`src/logic/cab_pkg.sv`:
```
// constants for the analog control bank behind the indirect access word
// assumes one 125 MHz clock domain shared with the host access word
//
// Function
// - access word bit 28 holds the analog port in reset while zero; resets to one
// - access word bit 24 selects read (0) or write (1)
// - access word bits 21:16 carry the six-bit analog register address
// - access word bits 15:8 carry the write byte
// - access word bits 7:0 return the byte read from the addressed register
// - amp clock gate at 0x00 bit 7 forces zero-cross volume change off
// - headphone volume code gives 64 levels, 1dB steps; zero code mutes
// - left mixer mask bits unmute mic2 boost, left DAC, right DAC
// - right mixer mask bits unmute mic2 boost, right line input, right DAC, left DAC
// - mic2 boost gain 0dB at 000, then 24dB to 42dB in 3dB steps
// - line, mic2 mixer and ADC gains span -4.5dB to 6dB in 1.5dB steps
// - amp source bit picks same-side DAC at 0, same-side mixer at 1
// - amp unmute bits, right bit 3 left bit 2, pass inputs when one
// - 0x12 bit 7 enables zero-cross volume; bit 6 picks 32ms or 64ms timeout
// - writing one to calibration bit 1 restarts calibration and self-clears
// - calibration bit 0 picks manual bias; bit 2 picks single-shot calibration
// - offset 0x13 returns six-bit calibration result, read only
// - stage control bits 7..4 clear to disable buffer, inputs, input and output stage
// - startup delay field bits 3:2 select 4, 8, 16 or 32 ms
// - calibration-first bit makes one calibration run before amp enable
// - 0x14 bits 7:6 set detect pulldown delay 0.5 to 2 ms

package cab_pkg;
	// ----------------------------------------------------------------
	// access word layout
	// ----------------------------------------------------------------
	localparam int ACC_RST_BIT = 28;
	localparam int ACC_WR_BIT = 24;
	localparam int ACC_ADDR_HI = 21;
	localparam int ACC_ADDR_LO = 16;
	localparam int ACC_WDAT_HI = 15;
	localparam int ACC_WDAT_LO = 8;
	localparam logic [31:0] ACC_RESET = 32'h1000_0000;
	localparam logic [31:0] ACC_RW_MASK = 32'h113f_ff00;

	// ----------------------------------------------------------------
	// analog register offsets
	// ----------------------------------------------------------------
	localparam logic [5:0] OFS_HP_AMP = 6'h00;
	localparam logic [5:0] OFS_LMIX = 6'h01;
	localparam logic [5:0] OFS_RMIX = 6'h02;
	localparam logic [5:0] OFS_MIC2 = 6'h08;
	localparam logic [5:0] OFS_LINEIN = 6'h09;
	localparam logic [5:0] OFS_MIXDAC = 6'h0a;
	localparam logic [5:0] OFS_RADCMIX = 6'h0c;
	localparam logic [5:0] OFS_ADC = 6'h0d;
	localparam logic [5:0] OFS_MBIAS = 6'h0e;
	localparam logic [5:0] OFS_TUNE = 6'h0f;
	localparam logic [5:0] OFS_OPB0 = 6'h10;
	localparam logic [5:0] OFS_OPB1 = 6'h11;
	localparam logic [5:0] OFS_ZC = 6'h12;
	localparam logic [5:0] OFS_CALRES = 6'h13;
	localparam logic [5:0] OFS_CALSET = 6'h14;
	localparam logic [5:0] OFS_CALCTL = 6'h15;
	localparam logic [5:0] OFS_HPSTAGE = 6'h16;
	localparam logic [5:0] OFS_HPCAL = 6'h17;
	localparam int NUM_REGS = 24;

	// ----------------------------------------------------------------
	// reset values and writable-bit masks, indexed by offset
	// ----------------------------------------------------------------
	localparam logic [NUM_REGS*8-1:0] RESET_TABLE = {
		8'h04, 8'hf1, 8'h00, 8'h20, 8'h00, 8'h02, 8'h55, 8'h55,
		8'hd6, 8'h21, 8'h03, 8'h00, 8'h00, 8'h00, 8'h03, 8'hb4,
		8'h00, 8'h00, 8'h00, 8'h00, 8'h00, 8'h00, 8'h00, 8'h00};
	localparam logic [NUM_REGS*8-1:0] WMASK_TABLE = {
		8'hbf, 8'hff, 8'hff, 8'hff, 8'h00, 8'hc7, 8'hff, 8'hff,
		8'hff, 8'he3, 8'hf7, 8'h7f, 8'h00, 8'hff, 8'h07, 8'hff,
		8'h00, 8'h00, 8'h00, 8'h00, 8'h00, 8'h7f, 8'h7f, 8'hff};

	// ----------------------------------------------------------------
	// field positions
	// ----------------------------------------------------------------
	localparam int CLKGATE_BIT = 7;
	localparam int ZC_EN_BIT = 7;
	localparam int ZC_TO_BIT = 6;
	localparam int CAL_RESTART_BIT = 1;
	localparam int CAL_SINGLE_BIT = 2;
	localparam int CAL_MANUAL_BIT = 0;
	localparam int HPCAL_FIRST_BIT = 7;
	localparam int HPAMP_EN_BIT = 6;

	// ----------------------------------------------------------------
	// timing, 125 MHz clock
	// ----------------------------------------------------------------
	localparam int CLK_MHZ = 125;
	localparam int CAL_TIME_US = 1;
	localparam int CAL_CYCLES = CAL_TIME_US * CLK_MHZ;

	typedef enum logic [2:0] {
		CAB_IDLE = 3'b001,
		CAB_CAL = 3'b010,
		CAB_DONE = 3'b100
	} cab_cal_state_t;
endpackage

```
`src/logic/cab_analog_bank.sv`:
```
// indirect access port and decoded analog control outputs
// assumes the host writes the access word through accWr/accWdata in this clock
`timescale 1ns/1ns
module cab_analog_bank
	import cab_pkg::*;
#(
	parameter int CAL_LEN = CAL_CYCLES
) (
	input wire logic clk,
	input wire logic rst_b,
	input wire logic accWr,
	input wire logic [31:0] accWdata,
	output logic [31:0] accRdata,
	input wire logic [5:0] calValue,
	input wire logic ampEnableReq,
	output logic analogPortReset_b,
	output logic ampClockGate,
	output logic ampEnable,
	output logic [5:0] headphoneVolume,
	output logic headphoneMute,
	output logic [6:0] leftMixerSourceMask,
	output logic [6:0] rightMixerSourceMask,
	output logic [2:0] secondMicBoostGain,
	output logic [2:0] secondMicMixerGain,
	output logic [2:0] lineInputMixerGain,
	output logic [2:0] adcInputGain,
	output logic rightAmpSourceSel,
	output logic leftAmpSourceSel,
	output logic rightAmpUnmute,
	output logic leftAmpUnmute,
	output logic zeroCrossActive,
	output logic zeroCrossLongTimeout,
	output logic biasUseManual,
	output logic calSingleShot,
	output logic calBusy,
	output logic headphoneBufferOn,
	output logic headphoneInputPass,
	output logic headphoneInputStageOn,
	output logic headphoneOutputStageOn,
	output logic [1:0] headphoneStartupDelay,
	output logic [1:0] detectPulldownDelay,
	output logic [NUM_REGS*8-1:0] bankFlat
);
	initial begin
		if (CAL_LEN < 1 || CAL_LEN > 65535) $error("calibration length out of range");
	end

	// ----------------------------------------------------------------
	// access word
	// ----------------------------------------------------------------
	logic [31:0] acc_reg;
	logic [31:0] acc_next;
	logic [7:0] rdByte;
	logic [5:0] calResult_reg;

	wire portRun = acc_reg[ACC_RST_BIT];
	wire [5:0] portAddr = acc_reg[ACC_ADDR_HI:ACC_ADDR_LO];
	// a write access fires once per host write with the direction and port run bits set
	wire bankWrite = accWr && accWdata[ACC_WR_BIT] && accWdata[ACC_RST_BIT];

	// host writes only the defined fields; low byte is read-back only
	assign acc_next = accWr ? (accWdata & ACC_RW_MASK) : acc_reg;

	always_ff @(posedge clk) begin
		if (!rst_b) begin
			acc_reg <= ACC_RESET;
		end else begin
			acc_reg <= acc_next;
		end
	end

	// low byte shows the addressed register one cycle after the address lands
	assign accRdata = {acc_reg[31:8], rdByte};
	assign analogPortReset_b = portRun;

	// ----------------------------------------------------------------
	// calibration sequencer
	// ----------------------------------------------------------------
	cab_cal_state_t calState_reg;
	cab_cal_state_t calState_next;
	logic [15:0] calCnt_reg;
	logic [15:0] calCnt_next;
	logic calDoneOnce_reg;
	logic calClear;

	wire [7:0] calCtl = bankFlat[OFS_CALCTL*8 +: 8];
	wire [7:0] hpCal = bankFlat[OFS_HPCAL*8 +: 8];
	wire [7:0] hpAmp = bankFlat[OFS_HP_AMP*8 +: 8];
	wire restartReq = calCtl[CAL_RESTART_BIT];
	// first amp enable waits for one calibration when asked
	wire needFirstCal = hpCal[HPCAL_FIRST_BIT] && !calDoneOnce_reg;
	wire ampWanted = hpAmp[HPAMP_EN_BIT] || ampEnableReq;
	wire startCal = restartReq || (ampWanted && needFirstCal);

	always_comb begin
		calState_next = calState_reg;
		calCnt_next = calCnt_reg;
		calClear = 1'b0;
		unique case (calState_reg)
			CAB_IDLE: begin
				if (startCal) begin
					calState_next = CAB_CAL;
					calCnt_next = 16'(CAL_LEN - 1);
				end
			end
			CAB_CAL: begin
				if (calCnt_reg == 16'h0000) begin
					calState_next = CAB_DONE;
				end else begin
					calCnt_next = calCnt_reg - 16'h0001;
				end
			end
			CAB_DONE: begin
				calClear = 1'b1;
				calState_next = CAB_IDLE;
			end
		endcase
	end

	always_ff @(posedge clk) begin
		if (!rst_b || !portRun) begin
			calState_reg <= CAB_IDLE;
			calCnt_reg <= 16'h0000;
			calDoneOnce_reg <= 1'b0;
			calResult_reg <= 6'h00;
		end else begin
			calState_reg <= calState_next;
			calCnt_reg <= calCnt_next;
			if (calState_reg == CAB_DONE) begin
				calDoneOnce_reg <= 1'b1;
				// manual bias bypasses the measured value
				calResult_reg <= calCtl[CAL_MANUAL_BIT] ? calResult_reg : calValue;
			end
		end
	end

	assign calBusy = (calState_reg != CAB_IDLE);

	// ----------------------------------------------------------------
	// register bank
	// ----------------------------------------------------------------
	cab_reg_file #(
		.DEPTH(NUM_REGS)
	) u_regs (
		.clk(clk),
		.rst_b(rst_b),
		.portRst_b(portRun),
		.wrEn(bankWrite),
		.wrAddr(accWdata[ACC_ADDR_HI:ACC_ADDR_LO]),
		.wrData(accWdata[ACC_WDAT_HI:ACC_WDAT_LO]),
		.rdAddr(portAddr),
		.calResult({2'b00, calResult_reg}),
		.calClear(calClear),
		.rdData(rdByte),
		.regFlat(bankFlat)
	);

	// ----------------------------------------------------------------
	// decoded controls for the analog side
	// ----------------------------------------------------------------
	wire [7:0] lmix = bankFlat[OFS_LMIX*8 +: 8];
	wire [7:0] rmix = bankFlat[OFS_RMIX*8 +: 8];
	wire [7:0] mic2 = bankFlat[OFS_MIC2*8 +: 8];
	wire [7:0] linein = bankFlat[OFS_LINEIN*8 +: 8];
	wire [7:0] mixdac = bankFlat[OFS_MIXDAC*8 +: 8];
	wire [7:0] adc = bankFlat[OFS_ADC*8 +: 8];
	wire [7:0] zc = bankFlat[OFS_ZC*8 +: 8];
	wire [7:0] calSet = bankFlat[OFS_CALSET*8 +: 8];
	wire [7:0] hpStage = bankFlat[OFS_HPSTAGE*8 +: 8];

	assign ampClockGate = hpAmp[CLKGATE_BIT];
	// gated amp clock cannot time a zero crossing, so force it off
	assign zeroCrossActive = zc[ZC_EN_BIT] && !hpAmp[CLKGATE_BIT];
	assign zeroCrossLongTimeout = zc[ZC_TO_BIT];
	// amp held off during calibration and, when asked, until the first calibration has run
	assign ampEnable = ampWanted && !needFirstCal && !calBusy;
	assign headphoneVolume = hpAmp[5:0];
	assign headphoneMute = (hpAmp[5:0] == 6'h00);
	assign leftMixerSourceMask = lmix[6:0] & 7'h23;
	assign rightMixerSourceMask = rmix[6:0] & 7'h27;
	assign secondMicBoostGain = mic2[2:0];
	assign secondMicMixerGain = mic2[6:4];
	assign lineInputMixerGain = linein[2:0];
	assign adcInputGain = adc[2:0];
	assign rightAmpSourceSel = mixdac[1];
	assign leftAmpSourceSel = mixdac[0];
	assign rightAmpUnmute = mixdac[3];
	assign leftAmpUnmute = mixdac[2];
	assign biasUseManual = calCtl[CAL_MANUAL_BIT];
	assign calSingleShot = calCtl[CAL_SINGLE_BIT];
	assign headphoneBufferOn = hpStage[7];
	assign headphoneInputPass = hpStage[6];
	assign headphoneInputStageOn = hpStage[5];
	assign headphoneOutputStageOn = hpStage[4];
	assign headphoneStartupDelay = hpStage[3:2];
	assign detectPulldownDelay = calSet[7:6];
endmodule

```
`src/logic/cab_reg_file.sv`:
```
// byte register file holding the analog control bank
// assumes writes come already decoded by the access port; writable bits are masked here
`timescale 1ns/1ns
module cab_reg_file
	import cab_pkg::*;
#(
	parameter int DEPTH = NUM_REGS
) (
	input wire logic clk,
	input wire logic rst_b,
	input wire logic portRst_b,
	input wire logic wrEn,
	input wire logic [5:0] wrAddr,
	input wire logic [7:0] wrData,
	input wire logic [5:0] rdAddr,
	input wire logic [7:0] calResult,
	input wire logic calClear,
	output logic [7:0] rdData,
	output logic [DEPTH*8-1:0] regFlat
);
	initial begin
		if (DEPTH != NUM_REGS) $error("cab_reg_file depth must match the bank");
	end

	logic [7:0] rdData_next;

	// ----------------------------------------------------------------
	// one byte per offset, reset to the table value
	// ----------------------------------------------------------------
	genvar gi;
	generate
		for (gi = 0; gi < DEPTH; gi++) begin : g_reg
			localparam logic [7:0] RV = RESET_TABLE[gi*8 +: 8];
			localparam logic [7:0] WM = WMASK_TABLE[gi*8 +: 8];
			logic [7:0] byte_reg;
			logic [7:0] byte_next;
			wire hit = wrEn && (wrAddr == 6'(gi));
			wire clrCal = (6'(gi) == OFS_CALCTL) && calClear;
			always_comb begin
				byte_next = hit ? ((byte_reg & ~WM) | (wrData & WM)) : byte_reg;
				// write of one wins over the clear in the same cycle
				if (clrCal && !(hit && wrData[CAL_RESTART_BIT])) begin
					byte_next[CAL_RESTART_BIT] = 1'b0;
				end
			end
			// port reset puts the bank back to its defaults too
			always_ff @(posedge clk) begin
				if (!rst_b || !portRst_b) begin
					byte_reg <= RV;
				end else begin
					byte_reg <= byte_next;
				end
			end
			assign regFlat[gi*8 +: 8] = byte_reg;
		end
	endgenerate

	// read mux; result register returns the latched calibration result
	always_comb begin
		if (rdAddr == OFS_CALRES) begin
			rdData_next = {2'b00, calResult[5:0]};
		end else if (rdAddr < 6'(DEPTH)) begin
			rdData_next = regFlat[rdAddr*8 +: 8];
		end else begin
			rdData_next = 8'h00;
		end
	end

	always_ff @(posedge clk) begin
		if (!rst_b) begin
			rdData <= 8'h00;
		end else begin
			rdData <= rdData_next;
		end
	end
endmodule

```
`config.mk`:
```
export PLATFORM = sky130hd
export DESIGN_NAME = cab_analog_bank
export DESIGN_NICKNAME = d
export VERILOG_FILES = /design/src/logic/cab_pkg.sv /design/src/logic/cab_analog_bank.sv /design/src/logic/cab_reg_file.sv
export SDC_FILE = /design/constraint.sdc
export NUM_CORES = 1
export LEC_CHECK = 0
export ABC_CLOCK_PERIOD_IN_PS = 2400
export BUFFER_PORTS_ARGS = -buffer_cell sky130_fd_sc_hd__buf_2
export CAP_MARGIN = 20
export CORE_MARGIN = 2
export CORE_UTILIZATION = 50
export DETAILED_ROUTE_END_ITERATION = 8
export PLACE_DENSITY = 0.81
export SLEW_MARGIN = 5
export SYNTH_ARGS = -nofsm -noshare
export SYNTH_HDL_FRONTEND = slang
export SYNTH_SLANG_ARGS = --single-unit
```
`constraint.sdc`:
```
create_clock -name clk -period 2.4 [get_ports clk]
set_input_delay 0.12 -clock clk [delete_from_list [all_inputs] [get_ports clk]]
set_output_delay 0.12 -clock clk [all_outputs]
set_load 0.005 [all_outputs]
```
# After elaboration in Yosys (flattened, before gate mapping)
# Cells that the tools add are included.
# op_classes
n_bitwise	11
eq_ne	24
muxes	9
order_cmp	1
n_addsub	1
n_reduce_logical	45
n_shift	1
# ops
op	count
$shiftx A192 B10 Y8	1
$eq A6 B5 Y1 const B	8
$eq A6 B4 Y1 const B	7
$mux W16	2
$pmux W16 S2	1
$logic_and A1 B1 Y1	26
$or A8 B7 Y8	3
$logic_not A16 Y1	1
$sub A16 B1 Y16 const B	1
$logic_not A6 Y1	2
$mux W6	2
$pmux W3 S3	1
$or A4 B8 Y8	1
$or A5 B8 Y8	1
$or A6 B8 Y8	1
$or A7 B8 Y8	1
$or A8 B3 Y8	1
$logic_not A1 Y1	7
$eq A6 B1 Y1 const B	1
$eq A6 B2 Y1 const B	1
$lt A6 B5 Y1 const B	1
$mux W3	2
$ne A2 B2 Y1 const B	3
$reduce_and A2 Y1	2
other kinds (11)	15
# word_totals
regBits	186
output_inout_bits	277
input_bits	42
word_cells	117

# Depth between registers and ports, before layout
# Gate-level depths: netlist of run 1.
# depth
word_depth	7
ltp_mapped	8
mapped_depth_nobuf	7

# Cells and area by module
# A second synthesis of run 1 with hierarchy kept.
# hier_totals
hier_cells	910
hier_area_um2	8772.2
# by_module_without_submodules
module	n_inst	area_each_um2	cells_per_inst
cab_reg_file	1	6388.6	644
cab_analog_bank	1	2383.5	266

# Worst setup path before layout of run 1
# Ideal clock, no wire load.
# synth_path
path_kind	flip-flop to flip-flop
from	register calCnt_reg[6]
to	register calCnt_reg[13]
arrival_time_ps	1876
period_less_slack_ps	1946
path_buffers	0
path_slack_ps	454
stages_incl_launch_ff	6
setup_time_ps	70
path_cell_list	dfxtp_1 > or4_1 > nor2_2 > nand4b_1 > or4_1 > a21oi_1
# synth_via
elab_chain_cells	3
word_cells_on_any_way	6
cone_classes	1 x add/sub; 1 x eq/ne; 2 x mux; 2 x reduce/logical
# synth_rtl
item	line_no	rtl
start: declaration	cab_analog_bank.sv:81	logic [15:0] calCnt_reg;
start signal: assignment	cab_analog_bank.sv:128	calCnt_reg <= calCnt_next;
$sub A16 B1 Y16 or $logic_not A16 Y1 (tied branches)	cab_analog_bank.sv:110, cab_analog_bank.sv:107	
$mux W16 or $ne A2 B2 Y1 (tied branches)	-	
$pmux W16 S2 or $reduce_and A3 Y1 (tied branches)	-	
# Several ways; a longest one is shown, not always the timed one. The select of a mux whose other input is x is not followed.
# A chain may end at the register's enable or synchronous reset.

# Final worst setup path of run 1
# layout_path
from	input port accWdata[21]
to	register u_regs.g_reg[0].byte_reg[3]
# layout_via
elab_chain_cells	2
# layout_rtl
item	line_no	rtl
start: declaration	cab_analog_bank.sv:12	input wire logic [31:0] accWdata,
$logic_not A6 Y1	cab_reg_file.sv:37	wire hit = wrEn && (wrAddr == 6'(gi));
$logic_and A1 B1 Y1	cab_reg_file.sv:37	
end signal: assignment	cab_reg_file.sv:51	byte_reg <= byte_next;
end: declaration	cab_reg_file.sv:35	logic [7:0] byte_reg;
# Every way passes these cells.

==> impl_metrics.json, run 1 <==
{
  "cts_max_level": 4,
  "overflow": 0,
  "hold_violations": 0,
  "syn_area_mm2": 0.00852,
  "vias": 7181,
  "die_w_um": 135,
  "areaGrowthSynthToFinish_pct": 16.4,
  "final-max-slew-violation-count": 0,
  "fin_crit_sh_pct": 94.6,
  "end_kind": "flip-flop",
  "cts_setup_buffers": 0,
  "nNetsFinal": 1146,
  "intPower_mw": 4.47,
  "wl_per_cell_um": 18.2,
  "critPathLaunchType": "primary input",
  "antenna_left": 0,
  "place.port_buffers": 215,
  "combPwrFrac_pct": 7.6,
  "rsz0062_at_grt": "no",
  "dp_hpwl_mm": 17.7,
  "gp_routability_congestion": 0.877,
  "cts_tree": "done",
  "drt_iter0_markers": 578,
  "grt_pass1_wl_mm": 36.2,
  "p_clk_share_pct": 44.9,
  "max_freq_mhz": 440,
  "critPathArrivalTime_ns": 2.59,
  "drc_errors": 0,
  "fin_skew_ns": 0.0104,
  "routed_via_density": 5.38,
  "fin_ws_ns": 0.129,
  "finalPower_mw": 6.04,
  "layout_common_cells": "buf_2, dfxtp_1, mux2i_1, nor2_1, conb_1",
  "avgSynthCellArea_um2": 9.15,
  "cts.sinks": 170,
  "yosys.area.top_type": "dfxtp_1",
  "fin_setup_tns_ns": 0,
  "dieArea_mm2": 0.0181,
  "antenna_cells": 0,
  "hp-class": "in2reg",
  "critPathKind": "in2reg",
  "syn_inst": 932,
  "vdd_drop_max_mv": 0.524,
  "clockBufferDepth": 2,
  "ys_top_cells_by_area": "dfxtp_1, mux2i_1, buf_4",
  "place_ws_ns": 0.256,
  "yosys.area.top_type_share_pct": 39.9,
  "io_pins": 319,
  "grt_usage_pct": 26.1,
  "final_common_cell": "buf_2",
  "root_buffer": "clkbuf_16",
  "period_minus_slack_ns": 2.27,
  "clk_latency_ns": 0.43,
  "p_per_area_mw_per_mm2": 609,
  "leakagePower_nw": 4.43,
  "sw_frac_of_total_pct": 26.1,
  "path_clk_slew_ns": 0.07,
  "synth_warnings": 0,
  "synth_ff_type": "dfxtp_1",
  "largest_register_ffs": 120,
  "hold_slack_ns": 0.0209,
  "antenna_found_initial": 0,
  "p_sw_mw": 1.58,
  "cts_buffers": 17,
  "die_h_um": 135,
  "ys_ff_latch": 170,
  "synth_edf_count": 0,
  "synth.distinct_cells": 56,
  "drive_gt1_share_pct": 27.7,
  "cap_violations": 0,
  "ys_seq_area_share_pct": 39.9,
  "worst_ep_required_time_ns": 2.72,
  "finalSetupViolCount": 0,
  "first_pass_iters": 5,
  "initial_core_util_pct": 51.2,
  "worst_slew_pin_slew_ns": 0.953,
  "max-slew-margin-rel_pct": 36.3,
  "share_seq_of_total_power_pct": 47.6,
  "core_mm2": 0.0166,
  "status": "finished, final reports clean",
  "drt-total-wl_mm": 24.4,
  "grt_max_degree": 45,
  "synthArstFlopShare_pct": 0,
  "row_count": 47,
  "timing.critical_path.fanout_max": 8,
  "grt_pass1_vias": 6587
}
-- metal layers --
metal	wire, um	track usage [%]	share of wire, %
met1	9330	30.3	38
met2	11800	44.2	49
met5	0	0	0
met3	2370	8.30	9.7
met4	821	11.6	3.4
-- Yosys cell counts, types with 3 or more instances --
cell / number
dfxtp_1: 170
mux2i_1: 137
buf_4: 129
nor2_1: 106
nand2_1: 81
clkbuf_1: 45
nand3_1: 36
a21oi_1: 32
o21ai_0: 28
nor2b_1: 23
mux4_2: 13
o211ai_1: 12
or4_1: 9
mux2_2: 7
inv_1: 6
or3_1: 6
xnor2_1: 6
and2_1: 5
buf_1: 5
buf_2: 5
nor3_1: 5
o31ai_1: 5
a31oi_1: 4
nand2b_1: 4
nor3b_1: 4
nor4_1: 4
a32oi_1: 3
nor2_2: 3
nor3_2: 3
-- logic make-up (layout without fill, tap and decap cells) --
kind of cell / count (synthesis) / count (layout) / share of synthesized area [%]
mux: 157 / 157 / 20.4
buf+inv: 191 / 289 / 14.3
flops: 170 / 170 / 39.9
compound gates: 101 / 101 / 7.28
simple gates: 305 / 305 / 17.3
xor+xnor: 6 / 6 / 0.616
fa+ha+maj: 1 / 1 / 0.147
other cells: 1 / 87 / 0.0440
-- worst max-delay path, cell delays in order --
cell,delay (ns)
dlygate4sd3_1,0.53
buf_2,0.13
and4b_1,0.39
or4b_1,0.57
nor3_4,0.49
mux2i_1,0.29
nor2_1,0.06
-- power by group through the flow --
stage | clock network (mW) | logic [mW] | registers [mW]
final | 2.71 | 0.457 | 2.88
after floorplan | 0 | 0.391 | 2.92
after CTS | 2.73 | 0.445 | 2.88
after global placement | 0 | 0.429 | 2.94
after global routing | 2.86 | 0.488 | 2.88
after detailed placement | 0 | 0.433 | 2.94
-- what timing repair did --
action                                  CTS  global route
endpoints found under the setup margin    0             0
hold buffers                              9             0
resized for setup                         0             0
hold endpoints to repair                  9             0
-- worst paths after layout --
path	start	slack (ns)	to	cells past startpoint
setup / recovery	accWdata[21]	0.13	u_regs.g_reg[0].byte_reg[3]	7
hold / removal	rst_b	0.02	acc_reg[16]	2
setup reg to reg	calCnt_reg[2]	0.20	calCnt_reg[13]	5
hold reg to reg	calDoneOnce_reg	0.47	calDoneOnce_reg	2
-- stage by stage --
stage          std cells  utilization (%)  instance area (um^2)
2_1_floorplan       1018                -                  8850
3_3_place_gp        1295             55.6                  9250
4_1_cts             1336             59.6                  9920
6_report            1336             59.6                  9920
3_5_place_dp        1295             55.6                  9250
5_1_grt             1336             59.6                  9920
-- cell type report --
cell class	instances	area, um^2
fill	1441	6720
multi-input combinational	657	4240
timing repair buffer	251	1390
clock buffer	17	425
inverter	6	22.5
sequential	170	3410
tap	220	275
clock inverter	15	153
(Power assumes the default switching activity.)
==> run 2, diff against run 1 <==
==> constraint.sdc (replaced) <==
create_clock -name clk -period 2.4 [get_ports clk]
set_input_delay 0.12 -clock clk [delete_from_list [all_inputs] [get_ports clk]]
set_output_delay 0.12 -clock clk [all_outputs]
set_load 0.1 [all_outputs]
==> run 2 against run 1 <==
Setup slack got worse by 0.028 ns. Sequential cell count did not move. Hold slack improved by 0.038 ns. First-iteration DRC count rose by 7.6%. Non-clock buffer count did not move. Critical endpoint is now u_regs.g_reg[0].byte_reg[0]. Highest routed layer unchanged.
==> impl_metrics.json, run 2 (same netlist as run 1, synthesis figures left out) <==
{
  "period_minus_slack_ns": 2.30,
  "finalSetupViolCount": 0,
  "hold_violations": 0,
  "areaGrowthSynthToFinish_pct": 17.2,
  "n_fill_cell": 1416,
  "drt_iter0_markers": 622,
  "worst_slew_pin_slew_ns": 0.722,
  "routed_via_density": 5.34,
  "antenna_cells": 0,
  "p_per_area_mw_per_mm2": 696,
  "antenna_left": 0,
  "die_w_um": 135,
  "io_pins": 319,
  "cts_resized": 0,
  "critPathKind": "in2reg",
  "cts_setup_buffers": 0,
  "die_h_um": 135,
  "placed_area_mm2": 0.00927,
  "critPathArrivalTime_ns": 2.62,
  "place.port_buffers": 215,
  "grt_max_degree": 64,
  "first_pass_iters": 6,
  "path_clk_slew_ns": 0.07,
  "place_ws_ns": 0.206,
  "cts_max_level": 4,
  "combPwrFrac_pct": 17.5,
  "share_seq_of_total_power_pct": 41.3,
  "rsz0062_at_grt": "no",
  "row_count": 47,
  "hp-class": "in2reg",
  "cts_tree": "done",
  "fin_skew_ns": 0.00637,
  "final-max-slew-violation-count": 0,
  "timing.critical_path.fanout_max": 8,
  "layout_common_cells": "buf_2, dfxtp_1, mux2i_1, nor2_1, conb_1",
  "dieArea_mm2": 0.0181,
  "worst_ep_required_time_ns": 2.72,
  "gp_routability_congestion": 0.869,
  "fin_ws_ns": 0.101,
  "fin_setup_tns_ns": 0,
  "grt_pass1_vias": 6502,
  "p_sw_mw": 2.23,
  "p_clk_share_pct": 41.2,
  "critPathLaunchType": "primary input",
  "stdcell_count": 1336,
  "sw_frac_of_total_pct": 32.0,
  "cts_buffers": 17,
  "max-slew-margin-rel_pct": 51.7,
  "intPower_mw": 4.72,
  "clockBufferDepth": 2,
  "vdd_drop_max_mv": 0.515,
  "status": "finished, final reports clean",
  "largest_register_ffs": 120,
  "grt_usage_pct": 27.0,
  "vias": 7138,
  "fin_crit_sh_pct": 95.8,
  "antenna_found_initial": 0,
  "cts.sinks": 170,
  "stdcell_area_mm2": 0.00999,
  "dp_hpwl_mm": 17.6,
  "grt_pass1_wl_mm": 37.3,
  "dpl.cell_count": 1293,
  "cap_violations": 0,
  "drt-total-wl_mm": 24.7,
  "finalPower_mw": 6.95,
  "leakagePower_nw": 4.47,
  "end_kind": "flip-flop",
  "clk_latency_ns": 0.44,
  "drc_errors": 0,
  "overflow": 0,
  "drive_gt1_share_pct": 27.8,
  "max_freq_mhz": 435,
  "cts_hold_buffers": 10,
  "initial_core_util_pct": 51.2,
  "final_common_cell": "buf_2",
  "root_buffer": "clkbuf_16",
  "hold_slack_ns": 0.0592,
  "core_mm2": 0.0166,
  "wl_per_cell_um": 18.5,
  "postLayoutCoreUtil_pct": 60.0,
  "nNetsFinal": 1146
}
[run 2: cell count changes in the layout (fill, tap and decap cells not counted), sizes merged, moves of 2 or more]
cell	before	now
clkinv	3	5
clkbuf	17	21
inv	14	7
bufinv	1	3
[run 2: cell type report]
| class | count | area, um^2 | share of cell area, % |
|---|---|---|---|
| multi-input cells | 657 | 4270 | 42.7 |
| flip-flops and latches | 170 | 3410 | 34.1 |
| repair buffers | 251 | 1410 | 14.1 |
| clock buffers | 21 | 470 | 4.71 |
| well taps | 220 | 275 | 2.76 |
| clock inverters | 11 | 143 | 1.43 |
| inverters | 6 | 22.5 | 0.225 |
[run 2: path summary, 6_finish.rpt]
check / start / endpoint / slack (ns) / cells past startpoint
worst max-delay path: accWdata[21] / u_regs.g_reg[0].byte_reg[0] / 0.10 / 7
worst min-delay path: accWdata[20] / acc_reg[20] / 0.06 / 3
worst max register to register: calCnt_reg[6] / calCnt_reg[13] / 0.17 / 5
worst min register to register: calCnt_reg[9] / calCnt_reg[9] / 0.48 / 2
[run 2: metal layers]
metal / vias up / share of wire [%] / GRT usage (%)
met4: 0 / 2.0 / 8.89
li1: 3348 / - / -
met5: - / 0 / 0
met1: 3371 / 40 / 34.6
met2: 380 / 48 / 44.6
met3: 39 / 10 / 7.02
[run 2: critical path, cell delays in order]
cell,delay (ns)
dlygate4sd3_1,0.54
buf_2,0.13
and4b_1,0.40
or4b_1,0.58
nor3_4,0.51
mux2i_1,0.28
nor2_1,0.06
[run 2: power groups by stage]
stage                     Sequential (mW)  Clock [mW]  Combinational (mW)
after floorplan                      3.10           0               0.981
after global placement               2.93           0                1.19
after detailed placement             2.93           0                1.20
after CTS                            2.87        2.88                1.21
after global routing                 2.87        3.00                1.26
final                                2.87        2.86                1.22
==> run 3, diff against run 2 <==
--- a/config.mk
+++ b/config.mk
@@ -15,4 +15,5 @@
 export SLEW_MARGIN = 5
 export SYNTH_ARGS = -nofsm -noshare
 export SYNTH_HDL_FRONTEND = slang
+export SYNTH_HIERARCHICAL = 1
 export SYNTH_SLANG_ARGS = --single-unit
==> run 3 against run 2 <==
Maximum frequency rose by 10%. Largest power group unchanged. Critical path type unchanged. Non-clock buffer count decreased by 6. Global-route usage fell by 1.2 points. First-iteration DRC count decreased by 8.0%. Synthesized area is 2.9% higher. Highest routed layer unchanged. Cell count is 1.5% lower. Hold slack gained 0.010 ns. Total power shrank 2.2%. Core utilization decreased by 1.2 points. Critical path depth stayed put. Clock power shrank 5%. Register-to-register slack better by 0.18 ns.
==> impl_metrics.json, run 3 <==
{
  "status": "finished, final reports clean",
  "place_ws_ns": 0.356,
  "dpl.cell_count": 1276,
  "dp_hpwl_mm": 18.0,
  "die_h_um": 136,
  "io_pins": 319,
  "fin_skew_ns": 0.0101,
  "antenna_found_initial": 0,
  "critPathKind": "in2reg",
  "fin_crit_sh_pct": 86.8,
  "regToRegEndpoint": "u_regs/rdData[3]",
  "leakagePower_nw": 4.85,
  "core_mm2": 0.0172,
  "root_buffer": "clkbuf_16",
  "postLayoutCoreUtil_pct": 58.9,
  "cts.sinks": 170,
  "max-slew-margin-rel_pct": 54.5,
  "layout_common_cells": "buf_2, dfxtp_1, mux2i_1, nor2_1, conb_1",
  "hold_violations": 0,
  "cts_resized": 0,
  "worst_slew_pin_slew_ns": 0.680,
  "vias": 7117,
  "stdcell_count": 1316,
  "hp-class": "in2reg",
  "clk_latency_ns": 0.44,
  "final_common_cell": "buf_2",
  "critPathArrivalTime_ns": 2.38,
  "synthTopCellsByCount": "dfxtp_1, mux2i_1, buf_4",
  "timing.critical_path.fanout_max": 8,
  "combPwrFrac_pct": 17.6,
  "intPower_mw": 4.48,
  "areaGrowthSynthToFinish_pct": 15.7,
  "overflow": 0,
  "initial_core_util_pct": 50.9,
  "gp_routability_congestion": 0.877,
  "regToRegStartpoint": "acc_reg[17]",
  "nNetsFinal": 1121,
  "vdd_drop_max_mv": 0.576,
  "p_clk_share_pct": 40.1,
  "clockBufferDepth": 2,
  "cap_violations": 0,
  "max_freq_mhz": 480,
  "whs_path_depth": 3,
  "drt-total-wl_mm": 24.6,
  "n_fill_cell": 1456,
  "first_pass_iters": 5,
  "synthArstFlopShare_pct": 0,
  "synth.distinct_cells": 72,
  "dieArea_mm2": 0.0186,
  "min_to": "acc_reg[20]",
  "hold_slack_ns": 0.0692,
  "stdcell_area_mm2": 0.0101,
  "drt_iter0_markers": 572,
  "grt_max_degree": 34,
  "synth_warnings": 6,
  "ys_seq_area_share_pct": 38.8,
  "grt_use_met2_pct": 42.6,
  "final-max-slew-violation-count": 0,
  "path_clk_slew_ns": 0.07,
  "period_minus_slack_ns": 2.08,
  "fin_ws_ns": 0.317,
  "yosys.area.top_type_share_pct": 38.8,
  "drive_gt1_share_pct": 29.7,
  "grt_usage_pct": 25.9,
  "p_per_area_mw_per_mm2": 670,
  "worstHoldStart": "accWdata[20]",
  "cts_buffers": 17,
  "synth_edf_count": 0,
  "avgSynthCellArea_um2": 9.64,
  "yosys.area.top_type": "dfxtp_1",
  "cts_setup_buffers": 0,
  "synth_most_common_cell": "dfxtp_1",
  "gr-usage-met1_pct": 34.0,
  "sw_frac_of_total_pct": 34.1,
  "place.port_buffers": 215,
  "grt_pass1_vias": 6219,
  "synth_ff_type": "dfxtp_1",
  "cts_max_level": 4,
  "largest_register_ffs": 120,
  "routed_via_density": 5.41,
  "antenna_left": 0,
  "grt.busiest_layer": "met2",
  "antenna_cells": 0,
  "end_kind": "flip-flop",
  "worst_ep_required_time_ns": 2.70,
  "share_seq_of_total_power_pct": 42.3,
  "grt_use_met3_pct": 5.37,
  "die_w_um": 136,
  "ff2ff_path_depth": 5,
  "p_sw_mw": 2.32,
  "rsz0062_at_grt": "no",
  "critPathLaunchType": "primary input",
  "drc_errors": 0,
  "ys_ff_latch": 170,
  "cts_tree": "done",
  "placed_area_mm2": 0.00949,
  "finalSetupViolCount": 0,
  "grt_pass1_wl_mm": 36.1,
  "row_count": 48,
  "ys_top_cells_by_area": "dfxtp_1, mux2i_1, buf_4",
  "syn_area_mm2": 0.00877,
  "wl_per_cell_um": 18.7,
  "syn_inst": 910,
  "r2r_slack_ns": 0.35
}
[run 3: changes by cell type in the layout (fill, tap and decap cells not counted), sizes merged, moves of 6 or more]
cell	before	now
a21oi	32	14
a22oi	2	9
inv	7	17
mux2i	137	155
nand2	81	52
nand3	36	17
nand4	2	8
o211ai	12	5
o21ai	28	20
xnor2	6	0
[run 3: critical path: stages]
cell and delay [ns]:
dlygate4sd3_1 0.54, buf_2 0.11, and3_1 0.33, nor3b_1 0.50, nand3_2 0.44, mux2i_1 0.28
nor2_1 0.05
[run 3: worst max-delay path by stage]
stage | cells after the start | slack, ns | start | to
floorplan | 3 | -0.18 | calState_reg[0] | ampEnable
global placement | 5 | 0.40 | acc_reg[17] | u_regs/rdData[3]
detailed placement | 5 | 0.36 | acc_reg[17] | u_regs/rdData[3]
CTS | 3 | 0.34 | u_regs/g_reg[0].byte_reg[3] | headphoneMute
global route | 7 | 0.18 | accWdata[28] | u_regs/g_reg[0].byte_reg[7]
finish | 7 | 0.32 | accWdata[28] | u_regs/g_reg[0].byte_reg[7]
[run 3: timing repair]
action | in CTS | in global routing
setup endpoints to repair | 0 | 0
endpoints found under the hold margin | 8 | 0
hold buffers | 8 | 0
[run 3: cells by family (layout without fill, tap and decap cells)]
kind of cell,after synthesis,count (layout),share of synthesized area (%)
and+or+nand+nor,275,275,17.3
buffers and inverters,190,286,14.0
muxes,178,178,22.2
DFF,170,170,38.8
AOI/OAI and AO/OA,94,94,7.52
other,2,87,0.0856
adders and majority gates,1,1,0.143
[run 3: cell type report]
| class | count | area [um^2] | area share, % |
|---|---|---|---|
| clock inverter | 14 | 150 | 1.48 |
| tap | 225 | 282 | 2.77 |
| inverter | 9 | 33.8 | 0.333 |
| timing repair buffer | 245 | 1360 | 13.4 |
| clock buffer | 18 | 429 | 4.23 |
| sequential | 170 | 3410 | 33.6 |
| multi-input combinational | 635 | 4490 | 44.2 |
[run 3: metrics by stage]
step                TNS [ns]  power (mW)
floorplan             -0.176        4.07
global placement           0        4.12
detailed placement         0        4.12
CTS                        0        6.82
global route               0        6.99
finish                     0        6.80
[run 3: power groups by stage]
stage	registers (mW)	clock network (mW)	logic (mW)
after floorplan	3.08	0	0.992
after global placement	2.94	0	1.17
after detailed placement	2.94	0	1.18
after CTS	2.88	2.75	1.19
after global routing	2.88	2.88	1.23
final	2.88	2.72	1.20
[run 3: routing by layer]
layer | part of all wire, % | routed length, um
met3 | 8.6 | 2120
met2 | 48 | 11900
met4 | 1.5 | 371
met1 | 41 | 10200
met5 | 0 | 0
